==> config.mk <==
export PLATFORM = sky130hd
export DESIGN_NAME = sbit_timer
export DESIGN_NICKNAME = d
export VERILOG_FILES = /design/src/shared/sbit_pkg.sv /design/src/verilog/sbit_prescale.sv /design/src/verilog/sbit_timer.sv
export SDC_FILE = /design/constraint.sdc
export NUM_CORES = 1
export LEC_CHECK = 0
export BUFFER_PORTS_ARGS = -buffer_cell sky130_fd_sc_hd__buf_2
export CAP_MARGIN = 15
export CELL_PAD_IN_SITES_DETAIL_PLACEMENT = 1
export CELL_PAD_IN_SITES_GLOBAL_PLACEMENT = 1
export CORE_ASPECT_RATIO = 0.9
export CORE_MARGIN = 5
export CORE_UTILIZATION = 40
export DETAILED_ROUTE_END_ITERATION = 12
export HOLD_SLACK_MARGIN = 0.06
export PLACE_DENSITY_LB_ADDON = 0.1
export SLEW_MARGIN = 20
export SYNTH_ARGS = -nofsm -noshare
export SYNTH_HDL_FRONTEND = slang
export SYNTH_HIERARCHICAL = 1
export SYNTH_SLANG_ARGS = --single-unit
==> constraint.sdc <==
create_clock -name i_clk -period 2.5 [get_ports i_clk]
set_clock_uncertainty 0.2 [all_clocks]
set_input_delay 0.375 -clock i_clk [delete_from_list [all_inputs] [get_ports i_clk]]
set_output_delay 0.375 -clock i_clk [all_outputs]
set_load 0.01 [all_outputs]
==> src/shared/sbit_pkg.sv <==
// sbit_pkg: constants, field layouts and types of the 16-bit interval timer.
// assumes: imported by nobody; every use is written sbit_pkg::name.
`default_nettype none

package sbit_pkg;

  // ----------------------------------------------------------------
  // register map (word index on the plain register port)
  // ----------------------------------------------------------------
  localparam int unsigned SBIT_ADDR_W = 3;
  localparam int unsigned SBIT_DATA_W = 16;
  localparam logic [2:0] SBIT_OFS_CTRL = 3'h0;
  localparam logic [2:0] SBIT_OFS_COUNT = 3'h1;
  localparam logic [2:0] SBIT_OFS_PERIOD = 3'h2;
  localparam logic [2:0] SBIT_OFS_STATUS = 3'h3;
  localparam logic [2:0] SBIT_OFS_MASK = 3'h4;
  localparam logic [2:0] SBIT_OFS_INTCTL = 3'h5;

  // ----------------------------------------------------------------
  // reset values and writable bits
  // ----------------------------------------------------------------
  localparam logic [15:0] SBIT_CTRL_RST = 16'h0000;
  localparam logic [15:0] SBIT_CTRL_WMASK = 16'ha076;
  localparam logic [15:0] SBIT_COUNT_RST = 16'h0000;
  localparam logic [15:0] SBIT_PERIOD_RST = 16'hffff;
  localparam logic [1:0] SBIT_STATUS_RST = 2'h0;
  localparam logic [1:0] SBIT_MASK_RST = 2'h0;
  localparam logic [2:0] SBIT_PRIO_RST = 3'h0;

  // status / mask bit positions
  localparam int unsigned SBIT_ST_MATCH = 0;
  localparam int unsigned SBIT_ST_GATE = 1;
  localparam int unsigned SBIT_ST_W = 2;

  // interrupt control register layout
  localparam int unsigned SBIT_IC_EN_BIT = 0;
  localparam int unsigned SBIT_IC_PRIO_LSB = 4;
  localparam int unsigned SBIT_PRIO_W = 3;

  // prescaler counter width and terminal counts
  localparam int unsigned SBIT_PS_W = 8;
  localparam logic [7:0] SBIT_PS_LAST_1 = 8'h00;
  localparam logic [7:0] SBIT_PS_LAST_8 = 8'h07;
  localparam logic [7:0] SBIT_PS_LAST_64 = 8'h3f;
  localparam logic [7:0] SBIT_PS_LAST_256 = 8'hff;

  // ----------------------------------------------------------------
  // types
  // ----------------------------------------------------------------
  typedef enum logic [1:0] {
    SBIT_DIV1 = 2'h0,
    SBIT_DIV8 = 2'h1,
    SBIT_DIV64 = 2'h2,
    SBIT_DIV256 = 2'h3
  } sbit_prescale_t;

  // control register, msb first
  typedef struct packed {
    logic run_control;
    logic rsv14;
    logic idle_halt_select;
    logic [5:0] rsv12_7;
    logic gate_accumulate_enable;
    sbit_prescale_t prescale_select;
    logic rsv3;
    logic ext_clock_sync_select;
    logic clock_source_select;
    logic rsv0;
  } sbit_ctrl_t;

  typedef struct packed {
    logic gate_fall;
    logic match;
  } sbit_status_t;

  // terminal count of the prescaler for a ratio select
  function automatic logic [7:0] sbit_ps_last(input sbit_prescale_t sel);
    case (sel)
      SBIT_DIV1: sbit_ps_last = SBIT_PS_LAST_1;
      SBIT_DIV8: sbit_ps_last = SBIT_PS_LAST_8;
      SBIT_DIV64: sbit_ps_last = SBIT_PS_LAST_64;
      default: sbit_ps_last = SBIT_PS_LAST_256;
    endcase
  endfunction

endpackage

`default_nettype wire

==> src/verilog/sbit_prescale.sv <==
// sbit_prescale: input clock prescaler, divides a tick stream by 1/8/64/256.
// assumes: i_tick is a one-cycle qualified count pulse in the i_clk domain.
`timescale 1ns/10ps
`default_nettype none

module sbit_prescale #(
  parameter int unsigned CNT_W = 8
) (
  input wire logic i_clk,
  input wire logic i_rst_n,
  input wire logic i_clear,
  input wire logic i_tick,
  input wire sbit_pkg::sbit_prescale_t i_sel,
  output logic o_tick
);

  logic [CNT_W-1:0] cnt_r;
  logic [CNT_W-1:0] last;

  // ------------------------------------------------------------
  // ratio decode
  // ------------------------------------------------------------
  assign last = CNT_W'(sbit_pkg::sbit_ps_last(i_sel));
  // clear takes priority so a control write restarts the ratio cleanly
  assign o_tick = i_tick && !i_clear && (cnt_r >= last);

  // ------------------------------------------------------------
  // divider counter
  // ------------------------------------------------------------
  // >= guards a ratio lowered mid-count from wrapping through 256
  always_ff @(posedge i_clk) begin
    if (!i_rst_n) begin
      cnt_r <= '0;
    end else if (i_clear) begin
      cnt_r <= '0;
    end else if (i_tick) begin
      if (cnt_r >= last) begin
        cnt_r <= '0;
      end else begin
        cnt_r <= cnt_r + CNT_W'(1);
      end
    end
  end

endmodule // sbit_prescale

`default_nettype wire

==> src/verilog/sbit_timer.sv <==
// sbit_timer: 16-bit interval timer / counter with gate, prescaler and
// period-match interrupt, reached over a plain register port.
// assumes: one clock i_clk (200 MHz), synchronous active-low reset, pin
// inputs i_ext_clock_pin and i_gate sampled on i_clk, idle/sleep as levels.
//
// How it works
// - one 16-bit timer, sync or async counter
// - interrupt on period match or gate fall
// - control bit 15 starts and stops counting
// - control bit 13 halts counting in idle
// - bit 6 gates only with internal clock
// - bits 5-4 select 1, 8, 64, 256
// - bit 2 synchronises external clock when selected
// - bit 1 picks external pin or internal
// - control write while running clears prescaler
// - interrupt needs enable bit, carries priority
// - keeps running through idle unless bit 13 set; in sleep only on the unsynchronised external clock
//
// Chosen here: the strobed register port and the address map.
`timescale 1ns/10ps
`default_nettype none

module sbit_timer #(
  parameter int unsigned CNT_W = 16
) (
  input wire logic i_clk,
  input wire logic i_rst_n,
  input wire logic [sbit_pkg::SBIT_ADDR_W-1:0] i_addr,
  input wire logic [sbit_pkg::SBIT_DATA_W-1:0] i_wdata,
  input wire logic i_wr,
  input wire logic i_rd,
  output logic [sbit_pkg::SBIT_DATA_W-1:0] o_rdata,
  input wire logic i_ext_clock_pin,
  input wire logic i_gate,
  input wire logic i_idle,
  input wire logic i_sleep,
  output logic o_irq,
  output logic [sbit_pkg::SBIT_PRIO_W-1:0] o_irq_priority
);

  // ------------------------------------------------------------
  // registers and state
  // ------------------------------------------------------------
  sbit_pkg::sbit_ctrl_t timer_control_r;
  logic [CNT_W-1:0] count_r;
  logic [CNT_W-1:0] period_register_r;
  sbit_pkg::sbit_status_t status_r;
  sbit_pkg::sbit_status_t status_nxt;
  sbit_pkg::sbit_status_t mask_r;
  logic interrupt_enable_bit_r;
  logic [sbit_pkg::SBIT_PRIO_W-1:0] interrupt_priority_field_r;

  // pin sampling
  logic ext_meta_r;
  logic ext_sync_r;
  logic ext_sync_d_r;
  logic ext_raw_d_r;
  logic gate_meta_r;
  logic gate_sync_r;
  logic gate_sync_d_r;

  // decoded strobes and control terms
  logic wr_ctrl;
  logic wr_count;
  logic wr_period;
  logic wr_status;
  logic wr_mask;
  logic wr_intctl;
  logic ext_src;
  logic gated_mode;
  logic ext_edge;
  logic base_tick;
  logic active;
  logic ps_clear;
  logic ps_tick;
  logic period_hit;
  logic ev_match;
  logic ev_gate_fall;

  // ------------------------------------------------------------
  // address decode
  // ------------------------------------------------------------
  assign wr_ctrl = i_wr && (i_addr == sbit_pkg::SBIT_OFS_CTRL);
  assign wr_count = i_wr && (i_addr == sbit_pkg::SBIT_OFS_COUNT);
  assign wr_period = i_wr && (i_addr == sbit_pkg::SBIT_OFS_PERIOD);
  assign wr_status = i_wr && (i_addr == sbit_pkg::SBIT_OFS_STATUS);
  assign wr_mask = i_wr && (i_addr == sbit_pkg::SBIT_OFS_MASK);
  assign wr_intctl = i_wr && (i_addr == sbit_pkg::SBIT_OFS_INTCTL);

  // ------------------------------------------------------------
  // control register
  // ------------------------------------------------------------
  // reserved bits are forced to zero so they always read back as zero
  always_ff @(posedge i_clk) begin
    if (!i_rst_n) begin
      timer_control_r <= sbit_pkg::SBIT_CTRL_RST;
    end else if (wr_ctrl) begin
      timer_control_r <= i_wdata & sbit_pkg::SBIT_CTRL_WMASK;
    end
  end

  // period register
  // period loaded by software
  always_ff @(posedge i_clk) begin
    if (!i_rst_n) begin
      period_register_r <= CNT_W'(sbit_pkg::SBIT_PERIOD_RST);
    end else if (wr_period) begin
      period_register_r <= CNT_W'(i_wdata);
    end
  end

  // interrupt mask and interrupt control
  always_ff @(posedge i_clk) begin
    if (!i_rst_n) begin
      mask_r <= sbit_pkg::SBIT_MASK_RST;
    end else if (wr_mask) begin
      mask_r <= i_wdata[sbit_pkg::SBIT_ST_W-1:0];
    end
  end

  always_ff @(posedge i_clk) begin
    if (!i_rst_n) begin
      interrupt_enable_bit_r <= 1'b0;
      interrupt_priority_field_r <= sbit_pkg::SBIT_PRIO_RST;
    end else if (wr_intctl) begin
      interrupt_enable_bit_r <= i_wdata[sbit_pkg::SBIT_IC_EN_BIT];
      interrupt_priority_field_r <=
        i_wdata[sbit_pkg::SBIT_IC_PRIO_LSB +: sbit_pkg::SBIT_PRIO_W];
    end
  end

  // ------------------------------------------------------------
  // pin sampling
  // ------------------------------------------------------------
  // two-flop synchroniser; the meta flop feeds only the second flop
  always_ff @(posedge i_clk) begin
    if (!i_rst_n) begin
      ext_meta_r <= 1'b0;
      ext_sync_r <= 1'b0;
      ext_sync_d_r <= 1'b0;
    end else begin
      ext_meta_r <= i_ext_clock_pin;
      ext_sync_r <= ext_meta_r;
      ext_sync_d_r <= ext_sync_r;
    end
  end

  // unsynchronised path: two cycles less latency, no metastability filter
  always_ff @(posedge i_clk) begin
    if (!i_rst_n) begin
      ext_raw_d_r <= 1'b0;
    end else begin
      ext_raw_d_r <= i_ext_clock_pin;
    end
  end

  // gate input always synchronised, it also sources an interrupt
  always_ff @(posedge i_clk) begin
    if (!i_rst_n) begin
      gate_meta_r <= 1'b0;
      gate_sync_r <= 1'b0;
      gate_sync_d_r <= 1'b0;
    end else begin
      gate_meta_r <= i_gate;
      gate_sync_r <= gate_meta_r;
      gate_sync_d_r <= gate_sync_r;
    end
  end

  // ------------------------------------------------------------
  // clock source, gating and run qualification
  // ------------------------------------------------------------
  // source select
  assign ext_src = timer_control_r.clock_source_select;
  assign gated_mode = timer_control_r.gate_accumulate_enable && !ext_src;
  assign ext_edge = timer_control_r.ext_clock_sync_select ?
                    (ext_sync_r && !ext_sync_d_r) :
                    (i_ext_clock_pin && !ext_raw_d_r);

  always_comb begin
    if (ext_src) begin
      base_tick = ext_edge;
    end else if (gated_mode) begin
      base_tick = gate_sync_r;
    end else begin
      base_tick = 1'b1;
    end
  end

  // idle/sleep otherwise keep counting
  // sleep stops the system clock, so only the raw external path survives
  always_comb begin
    active = timer_control_r.run_control;
    if (i_idle && timer_control_r.idle_halt_select) begin
      active = 1'b0;
    end
    if (i_sleep && !(ext_src && !timer_control_r.ext_clock_sync_select)) begin
      active = 1'b0;
    end
  end

  assign ps_clear = !timer_control_r.run_control ||
                    (wr_ctrl && timer_control_r.run_control);

  sbit_prescale #(
    .CNT_W(sbit_pkg::SBIT_PS_W)
  ) u_prescale (
    .i_clk(i_clk),
    .i_rst_n(i_rst_n),
    .i_clear(ps_clear),
    .i_tick(active && base_tick),
    .i_sel(timer_control_r.prescale_select),
    .o_tick(ps_tick)
  );

  // ------------------------------------------------------------
  // counter
  // ------------------------------------------------------------
  assign period_hit = (count_r == period_register_r);

  // wrap to zero on match
  // a software write to the count wins over a tick in the same cycle
  always_ff @(posedge i_clk) begin
    if (!i_rst_n) begin
      count_r <= CNT_W'(sbit_pkg::SBIT_COUNT_RST);
    end else if (wr_count) begin
      count_r <= CNT_W'(i_wdata);
    end else if (ps_tick) begin
      if (period_hit) begin
        count_r <= '0;
      end else begin
        count_r <= count_r + CNT_W'(1);
      end
    end
  end

  // ------------------------------------------------------------
  // events and sticky status
  // ------------------------------------------------------------
  // match outside gated mode
  assign ev_match = ps_tick && period_hit && !gated_mode;
  // gate falling edge in gated mode
  assign ev_gate_fall = gated_mode && active && gate_sync_d_r && !gate_sync_r;

  // write one to clear; an event in the clearing cycle still sets
  always_comb begin
    status_nxt = status_r;
    if (wr_status) begin
      status_nxt = status_r & ~i_wdata[sbit_pkg::SBIT_ST_W-1:0];
    end
    status_nxt.match = status_nxt.match || ev_match;
    status_nxt.gate_fall = status_nxt.gate_fall || ev_gate_fall;
  end

  always_ff @(posedge i_clk) begin
    if (!i_rst_n) begin
      status_r <= sbit_pkg::SBIT_STATUS_RST;
    end else begin
      status_r <= status_nxt;
    end
  end

  // ------------------------------------------------------------
  // interrupt output
  // ------------------------------------------------------------
  // enable bit and priority
  // level output, follows the status one cycle later
  always_ff @(posedge i_clk) begin
    if (!i_rst_n) begin
      o_irq <= 1'b0;
      o_irq_priority <= '0;
    end else begin
      o_irq <= interrupt_enable_bit_r && |(status_r & mask_r);
      o_irq_priority <= interrupt_priority_field_r;
    end
  end

  // ------------------------------------------------------------
  // read data
  // ------------------------------------------------------------
  // read data valid only the cycle after the strobe, zero otherwise
  always_ff @(posedge i_clk) begin
    if (!i_rst_n) begin
      o_rdata <= '0;
    end else if (i_rd) begin
      case (i_addr)
        sbit_pkg::SBIT_OFS_CTRL: o_rdata <= timer_control_r;
        sbit_pkg::SBIT_OFS_COUNT: o_rdata <= 16'(count_r);
        sbit_pkg::SBIT_OFS_PERIOD: o_rdata <= 16'(period_register_r);
        sbit_pkg::SBIT_OFS_STATUS: o_rdata <= {14'h0000, status_r};
        sbit_pkg::SBIT_OFS_MASK: o_rdata <= {14'h0000, mask_r};
        sbit_pkg::SBIT_OFS_INTCTL: begin
          o_rdata <= {9'h000, interrupt_priority_field_r, 3'h0,
                      interrupt_enable_bit_r};
        end
        default: o_rdata <= '0;
      endcase
    end else begin
      o_rdata <= '0;
    end
  end

endmodule // sbit_timer

`default_nettype wire

==> flow_metrics.tcl, run 1 <==
set metrics [dict create \
    io_buffers 46 \
    hold_viol_final 0 \
    regArea_um2 1630 \
    nets 567 \
    htree_num_levels 3 \
    syn-cell-area_um2 4020 \
    synth_top_area_frac 0.404 \
    hp-start "i_wdata[3]" \
    setup_tns_ns -0.437 \
    p_total_w 0.00268 \
    ys.flop_type "dfxtp_1" \
    fin_ws_ns -0.0475 \
    insertion_delay_ns 0.36 \
    viasPerCell 5.44 \
    gp_congestion 0.790 \
    hold_class "input port to register" \
    yosys-top-cells-count "dfxtp_1 (81), nand2_1 (54), nor2_1 (45)" \
    syn_avg_cell_area_um2 8.75 \
    crit_required_ns 2.54 \
    cts.sinks 81 \
    drive_above_1_share 0.279 \
    synth-xor-area-share 0.0741 \
    grt_busiest_layer "met2" \
    slew_headroom 0.544 \
    track_usage 0.213 \
    fin_cells 663 \
    hold_end "period_register_r[3]$_SDFFE_PN1P_" \
    p_leak_nw 2.04 \
    fin_util 0.514 \
    synth_area_leaders "dfxtp_1 (40%), xor2_1 (5.9%), nand2_1 (5.0%)" \
    root_buffer "clkbuf_8" \
    synth_compound_area_frac 0.156 \
    synth_top_family_by_area "simple AND/OR/NAND/NOR gates" \
    drt_iter0_markers 191 \
    grt_start_max_net_pins 31 \
    syn2layout_area_growth_pct 24.7 \
    yosysMostFrequentCell "dfxtp_1" \
    io_pins 47 \
    yosysSeqAreaShare 0.404 \
    met3_usage 0.0439 \
    r2r_cells 11 \
    cts_tree "built" \
    die_y_um 105 \
    ys_seq_elements 81 \
    drt_wl_total_um 12800 \
    worst_setup_path_start_kind "register" \
    fmax_mhz 393 \
    clkTransAtPathRegs_ns 0.08 \
    multiInputGateArea_um2 2360 \
    hpwl_um 9130 \
    yosysTopAreaCell "dfxtp_1" \
    fill_cells 1159 \
    violations "negative setup slack" \
    synthAdderAreaFrac 0.0249 \
    maxCapViolations 0 \
    grt_overflow 0 \
    finalMaxSlewViolations 0 \
    rows 34 \
    r2r-start "timer_control_r[5]$_SDFFE_PN0P_" \
    wl_per_cell_um 19.3 \
    synth.area.mux_share 0.0502 \
    hold_depth 3 \
    reg2reg_slack_ns -0.05 \
    async_flop_share 0 \
    antenna_left 0 \
    cts_inserted_buffers 9 \
    syn_nets 494 \
    end_kind "register" \
    start_util 0.412 \
    diodes 0 \
    antenna_found_initial 0 \
    clockBufferDepth 2 \
    setup_viol 15 \
    vias 3604 \
    die_w_um 116 \
    synth_warnings 6 \
    rsz0062_at_grt "true" \
    fin_crit_sh 1.02 \
    vdd_drop_max_mv 0.412 \
    critPathKind "register to register" \
    die-area_um2 12100 \
    tightest_slew_ns 0.683 \
    crit_path_max_fanout 5 \
    placed_cells 632 \
    fin_crit_ns 2.55 \
    synth_edf_count 0 \
    synth_cell_type_count 52 \
    grt_util_met1 0.307 \
    grt_pass1_wl_um 20200 \
    status "complete, but fails checks" \
    yosys.area_share.simple 0.245 \
    drtPass1Iterations 4 \
    crit_arrival_ns 2.58 \
    reg2reg_to "count_r[8]$_SDFFE_PN0P_" \
    place_ws_ns -0.141 \
    met2_usage 0.324 \
    core_area_um2 9740 \
    drcViolationCount 0 \
    first_global_vias 3780 \
    syn_inst 459 \
    power.density_nw_per_um2 536 \
]
==> final cells by class <==
cell class,instances,share of cell area
Multi-Input combinational cell,341,0.471
Sequential cell,81,0.326
Timing Repair Buffer,92,0.121
Tap cell,126,0.0315
Clock buffer,10,0.0255
Clock inverter,6,0.0185
Inverter,7,0.00650
==> worst max-delay path: stages, from the launching register on <==
cell	delay (ns)
dfxtp_4	0.40
nand2_4	0.08
ha_4	0.27
and4_4	0.24
o41ai_4	0.09
o21ai_4	0.16
nor3b_4	0.27
clkinvlp_4	0.20
buf_6	0.17
and3_4	0.16
a21oi_2	0.10
o22ai_1	0.09
==> how the worst max path moves through the flow <==
stage | startpoint | end | slack [ns] | depth (start not counted)
after floorplan | timer_control_r[5]$_SDFFE_PN0P_ | count_r[11]$_SDFFE_PN0P_ | 0.009 | 11
after global placement | timer_control_r[5]$_SDFFE_PN0P_ | count_r[10]$_SDFFE_PN0P_ | -0.03 | 10
after detailed placement | timer_control_r[5]$_SDFFE_PN0P_ | count_r[10]$_SDFFE_PN0P_ | -0.14 | 10
after CTS | timer_control_r[5]$_SDFFE_PN0P_ | count_r[8]$_SDFFE_PN0P_ | 0.0009 | 11
after global routing | timer_control_r[5]$_SDFFE_PN0P_ | count_r[8]$_SDFFE_PN0P_ | -0.12 | 11
final | timer_control_r[5]$_SDFFE_PN0P_ | count_r[8]$_SDFFE_PN0P_ | -0.05 | 11
==> where the power goes <==
part           switching, W  internal [W]
logic              0.000152      0.000116
registers         0.0000258       0.00132
clock network      0.000508      0.000566
==> logic make-up after synthesis <==
logic type | after synthesis
and+or+nand+nor | 193
AOI/OAI and AO/OA | 86
DFF | 81
buffers and inverters | 37
xor gates and xnor gates | 34
muxes | 20
adders and majority gates | 8
==> through the flow <==
| step | instance area (um^2) | hold WS (ns) |
|---|---|---|
| floorplan | 4020 | 0.212 |
| global placement | 4480 | 0.219 |
| detailed placement | 4480 | 0.222 |
| CTS | 4840 | 0.0653 |
| global route | 5010 | 0.0921 |
| finish | 5010 | 0.104 |
==> layout by cell type (no fill, tap or decap), drive strengths merged, types with 2 or more instances in the layout <==
cell type,instances
a211oi,6
a21oi,29
a22oi,10
a2bb2oi,4
a31oi,3
and2,11
and3,20
and4,3
buf,84
bufinv,2
clkbuf,10
clkinv,2
clkinvlp,3
dfxtp,81
dlygate4sd3,8
ha,8
inv,6
mux2i,19
nand2,55
nand2b,5
nand3,23
nand4,8
nor2,45
nor2b,5
nor3,5
nor3b,2
nor4,5
o2111ai,2
o21ai,10
o22ai,15
or2,2
xnor2,7
xor2,27
==> registers in the layout (all words and copies together), names as in the netlist, 2 cells and up <==
| name | flops |
|---|---|
| count_r | 16 |
| interrupt_priority_field_r | 3 |
| mask_r | 2 |
| o_irq_priority | 3 |
| o_rdata | 16 |
| period_register_r | 16 |
| status_r | 2 |
| timer_control_r | 6 |
| u_prescale/cnt_r | 8 |
==> what timing repair did <==
item                                   in CTS  in global routing
gates cloned                                0                  1
pin swaps                                   0                 14
setup buffers                               2                  4
endpoints found under the hold margin       8                  0
resized for setup                          10                 27
setup endpoints to repair                  17                 17
hold buffers                                8                  0
==> per-layer routing <==
metal | wire length, um | vias up
met2 | 5760 | 74
met1 | 6160 | 1761
met4 | 179 | 0
met5 | 0 | -
met3 | 667 | 17
li1 | - | 1752
(Power assumes the default switching activity.)
==> run 2, diff against run 1 <==
REMOVE_ABC_BUFFERS = 1   (was default)
==> flow_metrics.tcl, run 2 (synthesis gave the netlist of run 1 again) <==
set metrics [dict create \
    status "complete, no violations" \
    seqPwrFrac 0.492 \
    wl_per_cell_um 18.3 \
    power.density_nw_per_um2 547 \
    fmax_mhz 411 \
    viasPerCell 5.38 \
    hpwl_um 8650 \
    htree_num_levels 3 \
    p_comb_frac 0.097 \
    insertion_delay_ns 0.36 \
    nets 573 \
    setup_tns_ns 0 \
    rows 34 \
    setup_viol 0 \
    p_total_w 0.00272 \
    mostFrequentLayoutCells "dfxtp_1 (78), nand2_1 (53), buf_2 (46)" \
    track_usage 0.208 \
    finalMaxSlewViolations 0 \
    root_buffer "clkbuf_8" \
    hold_depth 3 \
    io_buffers 46 \
    antenna_left 0 \
    critPathLaunch "timer_control_r[5]$_SDFFE_PN0P_" \
    netSwitchingPower_w 0.000651 \
    cts.sinks 81 \
    core_area_um2 9740 \
    r2r-start "timer_control_r[5]$_SDFFE_PN0P_" \
    die_w_um 116 \
    critPathKind "register to register" \
    worst_setup_path_start_kind "register" \
    grt_overflow 0 \
    grt_start_max_net_pins 18 \
    hold_viol_final 0 \
    first_global_vias 3795 \
    die_y_um 105 \
    hold_end "period_register_r[2]$_SDFFE_PN1P_" \
    gp_congestion 0.825 \
    drive_above_1_share 0.258 \
    slew_headroom 0.389 \
    crit_required_ns 2.59 \
    final_common_cell "dfxtp_1" \
    internal_power_w 0.00207 \
    crit_arrival_ns 2.52 \
    fin_cells 668 \
    end_kind "register" \
    vdd_drop_max_mv 0.333 \
    drcViolationCount 0 \
    grt_pass1_wl_um 19900 \
    drtPass1Iterations 4 \
    crit_path_max_fanout 8 \
    drt_wl_total_um 12200 \
    hold_class "input port to register" \
    placed_cells 638 \
    vias 3595 \
    fin_crit_sh 0.973 \
    clkTransAtPathRegs_ns 0.08 \
    maxCapViolations 0 \
    syn2layout_area_growth_pct 23.9 \
    cts_tree "built" \
    reg2reg_slack_ns 0.07 \
    hold_ws_ns 0.0936 \
    hp-start "i_wdata[2]" \
    fin_crit_ns 2.43 \
    swShare 0.239 \
    start_util 0.412 \
    clockBufferDepth 2 \
    drt_iter0_markers 172 \
    cts_inserted_buffers 9 \
    p_leak_nw 2.08 \
    reg2reg_to "count_r[1]$_SDFFE_PN0P_" \
    tightest_slew_ns 0.914 \
    antenna_found_initial 0 \
    die-area_um2 12100 \
    fin_util 0.511 \
    power.clock.fraction 0.411 \
    diodes 0 \
    reg.largest.list "count_r: 16 flops, o_rdata: 16 flops, period_register_r: 16 flops" \
    io_pins 47 \
    r2r_cells 11 \
]
## run 2: cell count changes in the layout (fill, tap and decap cells not counted), sizes merged
| cell | delta |
|---|---|
| buf | +2 |
| inv | +1 |
| clkinvlp | -3 |
| clkbuf | +3 |
| dlygate4sd3 | +2 |
## run 2: worst max-delay path by stage
stage,end,cells past startpoint
detailed placement,count_r[9]$_SDFFE_PN0P_,10
CTS,count_r[9]$_SDFFE_PN0P_,10
global placement,count_r[13]$_SDFFE_PN0P_,10
floorplan,count_r[12]$_SDFFE_PN0P_,10
global route,count_r[7]$_SDFFE_PN0P_,11
finish,count_r[1]$_SDFFE_PN0P_,11
## run 2: layout make-up
class	count	area [um^2]
Fill cell	1168	4760
Multi-Input combinational cell	341	2270
Sequential cell	81	1630
Timing Repair Buffer	96	646
Clock buffer	13	169
Tap cell	126	158
Clock inverter	2	60.1
Inverter	7	31.3
Timing Repair inverter	2	11.3
## run 2: metal layers
layer / part of all wire / GRT usage / routed length, um / vias up
met5: 0 / 0 / 0 / -
met4: 0.0093 / 0.0481 / 114 / 0
met3: 0.047 / 0.0410 / 572 / 13
met2: 0.46 / 0.325 / 5630 / 78
met1: 0.48 / 0.296 / 5880 / 1744
li1: - / - / - / 1760
## run 2: worst max-delay path, cell delays in order (launching register included)
cell and delay, ns:
dfxtp_4 0.39, inv_2 0.06, ha_1 0.29, and4_4 0.24
o41ai_4 0.09, o21ai_4 0.14, nor3b_4 0.25, buf_6 0.14
buf_4 0.12, nand4_2 0.10, buf_6 0.19, o22ai_1 0.15
## run 2: power groups by stage
stage	Sequential, W	Combinational (W)	Clock (W)
detailed placement	0.00137	0.000245	0
finish	0.00134	0.000265	0.00112
global route	0.00134	0.000291	0.00120
CTS	0.00134	0.000260	0.00115
floorplan	0.00137	0.000118	0
global placement	0.00137	0.000239	0
## run 2: metrics by stage
step	area, um^2	worst slack [ns]
finish	4980	0.0663
global route	4980	-0.0171
CTS	4860	0.00531
detailed placement	4520	-0.114
global placement	4520	0.00560
floorplan	3860	-0.449
## run 2: what timing repair did
item                                   in CTS  in global routing
gates cloned                                0                  2
hold buffers                               10                  0
setup buffers                               0                  3
gates resized for setup                     4                 21
pin swaps                                   0                  2
setup endpoints to repair                  16                 17
endpoints found under the hold margin      10                  0
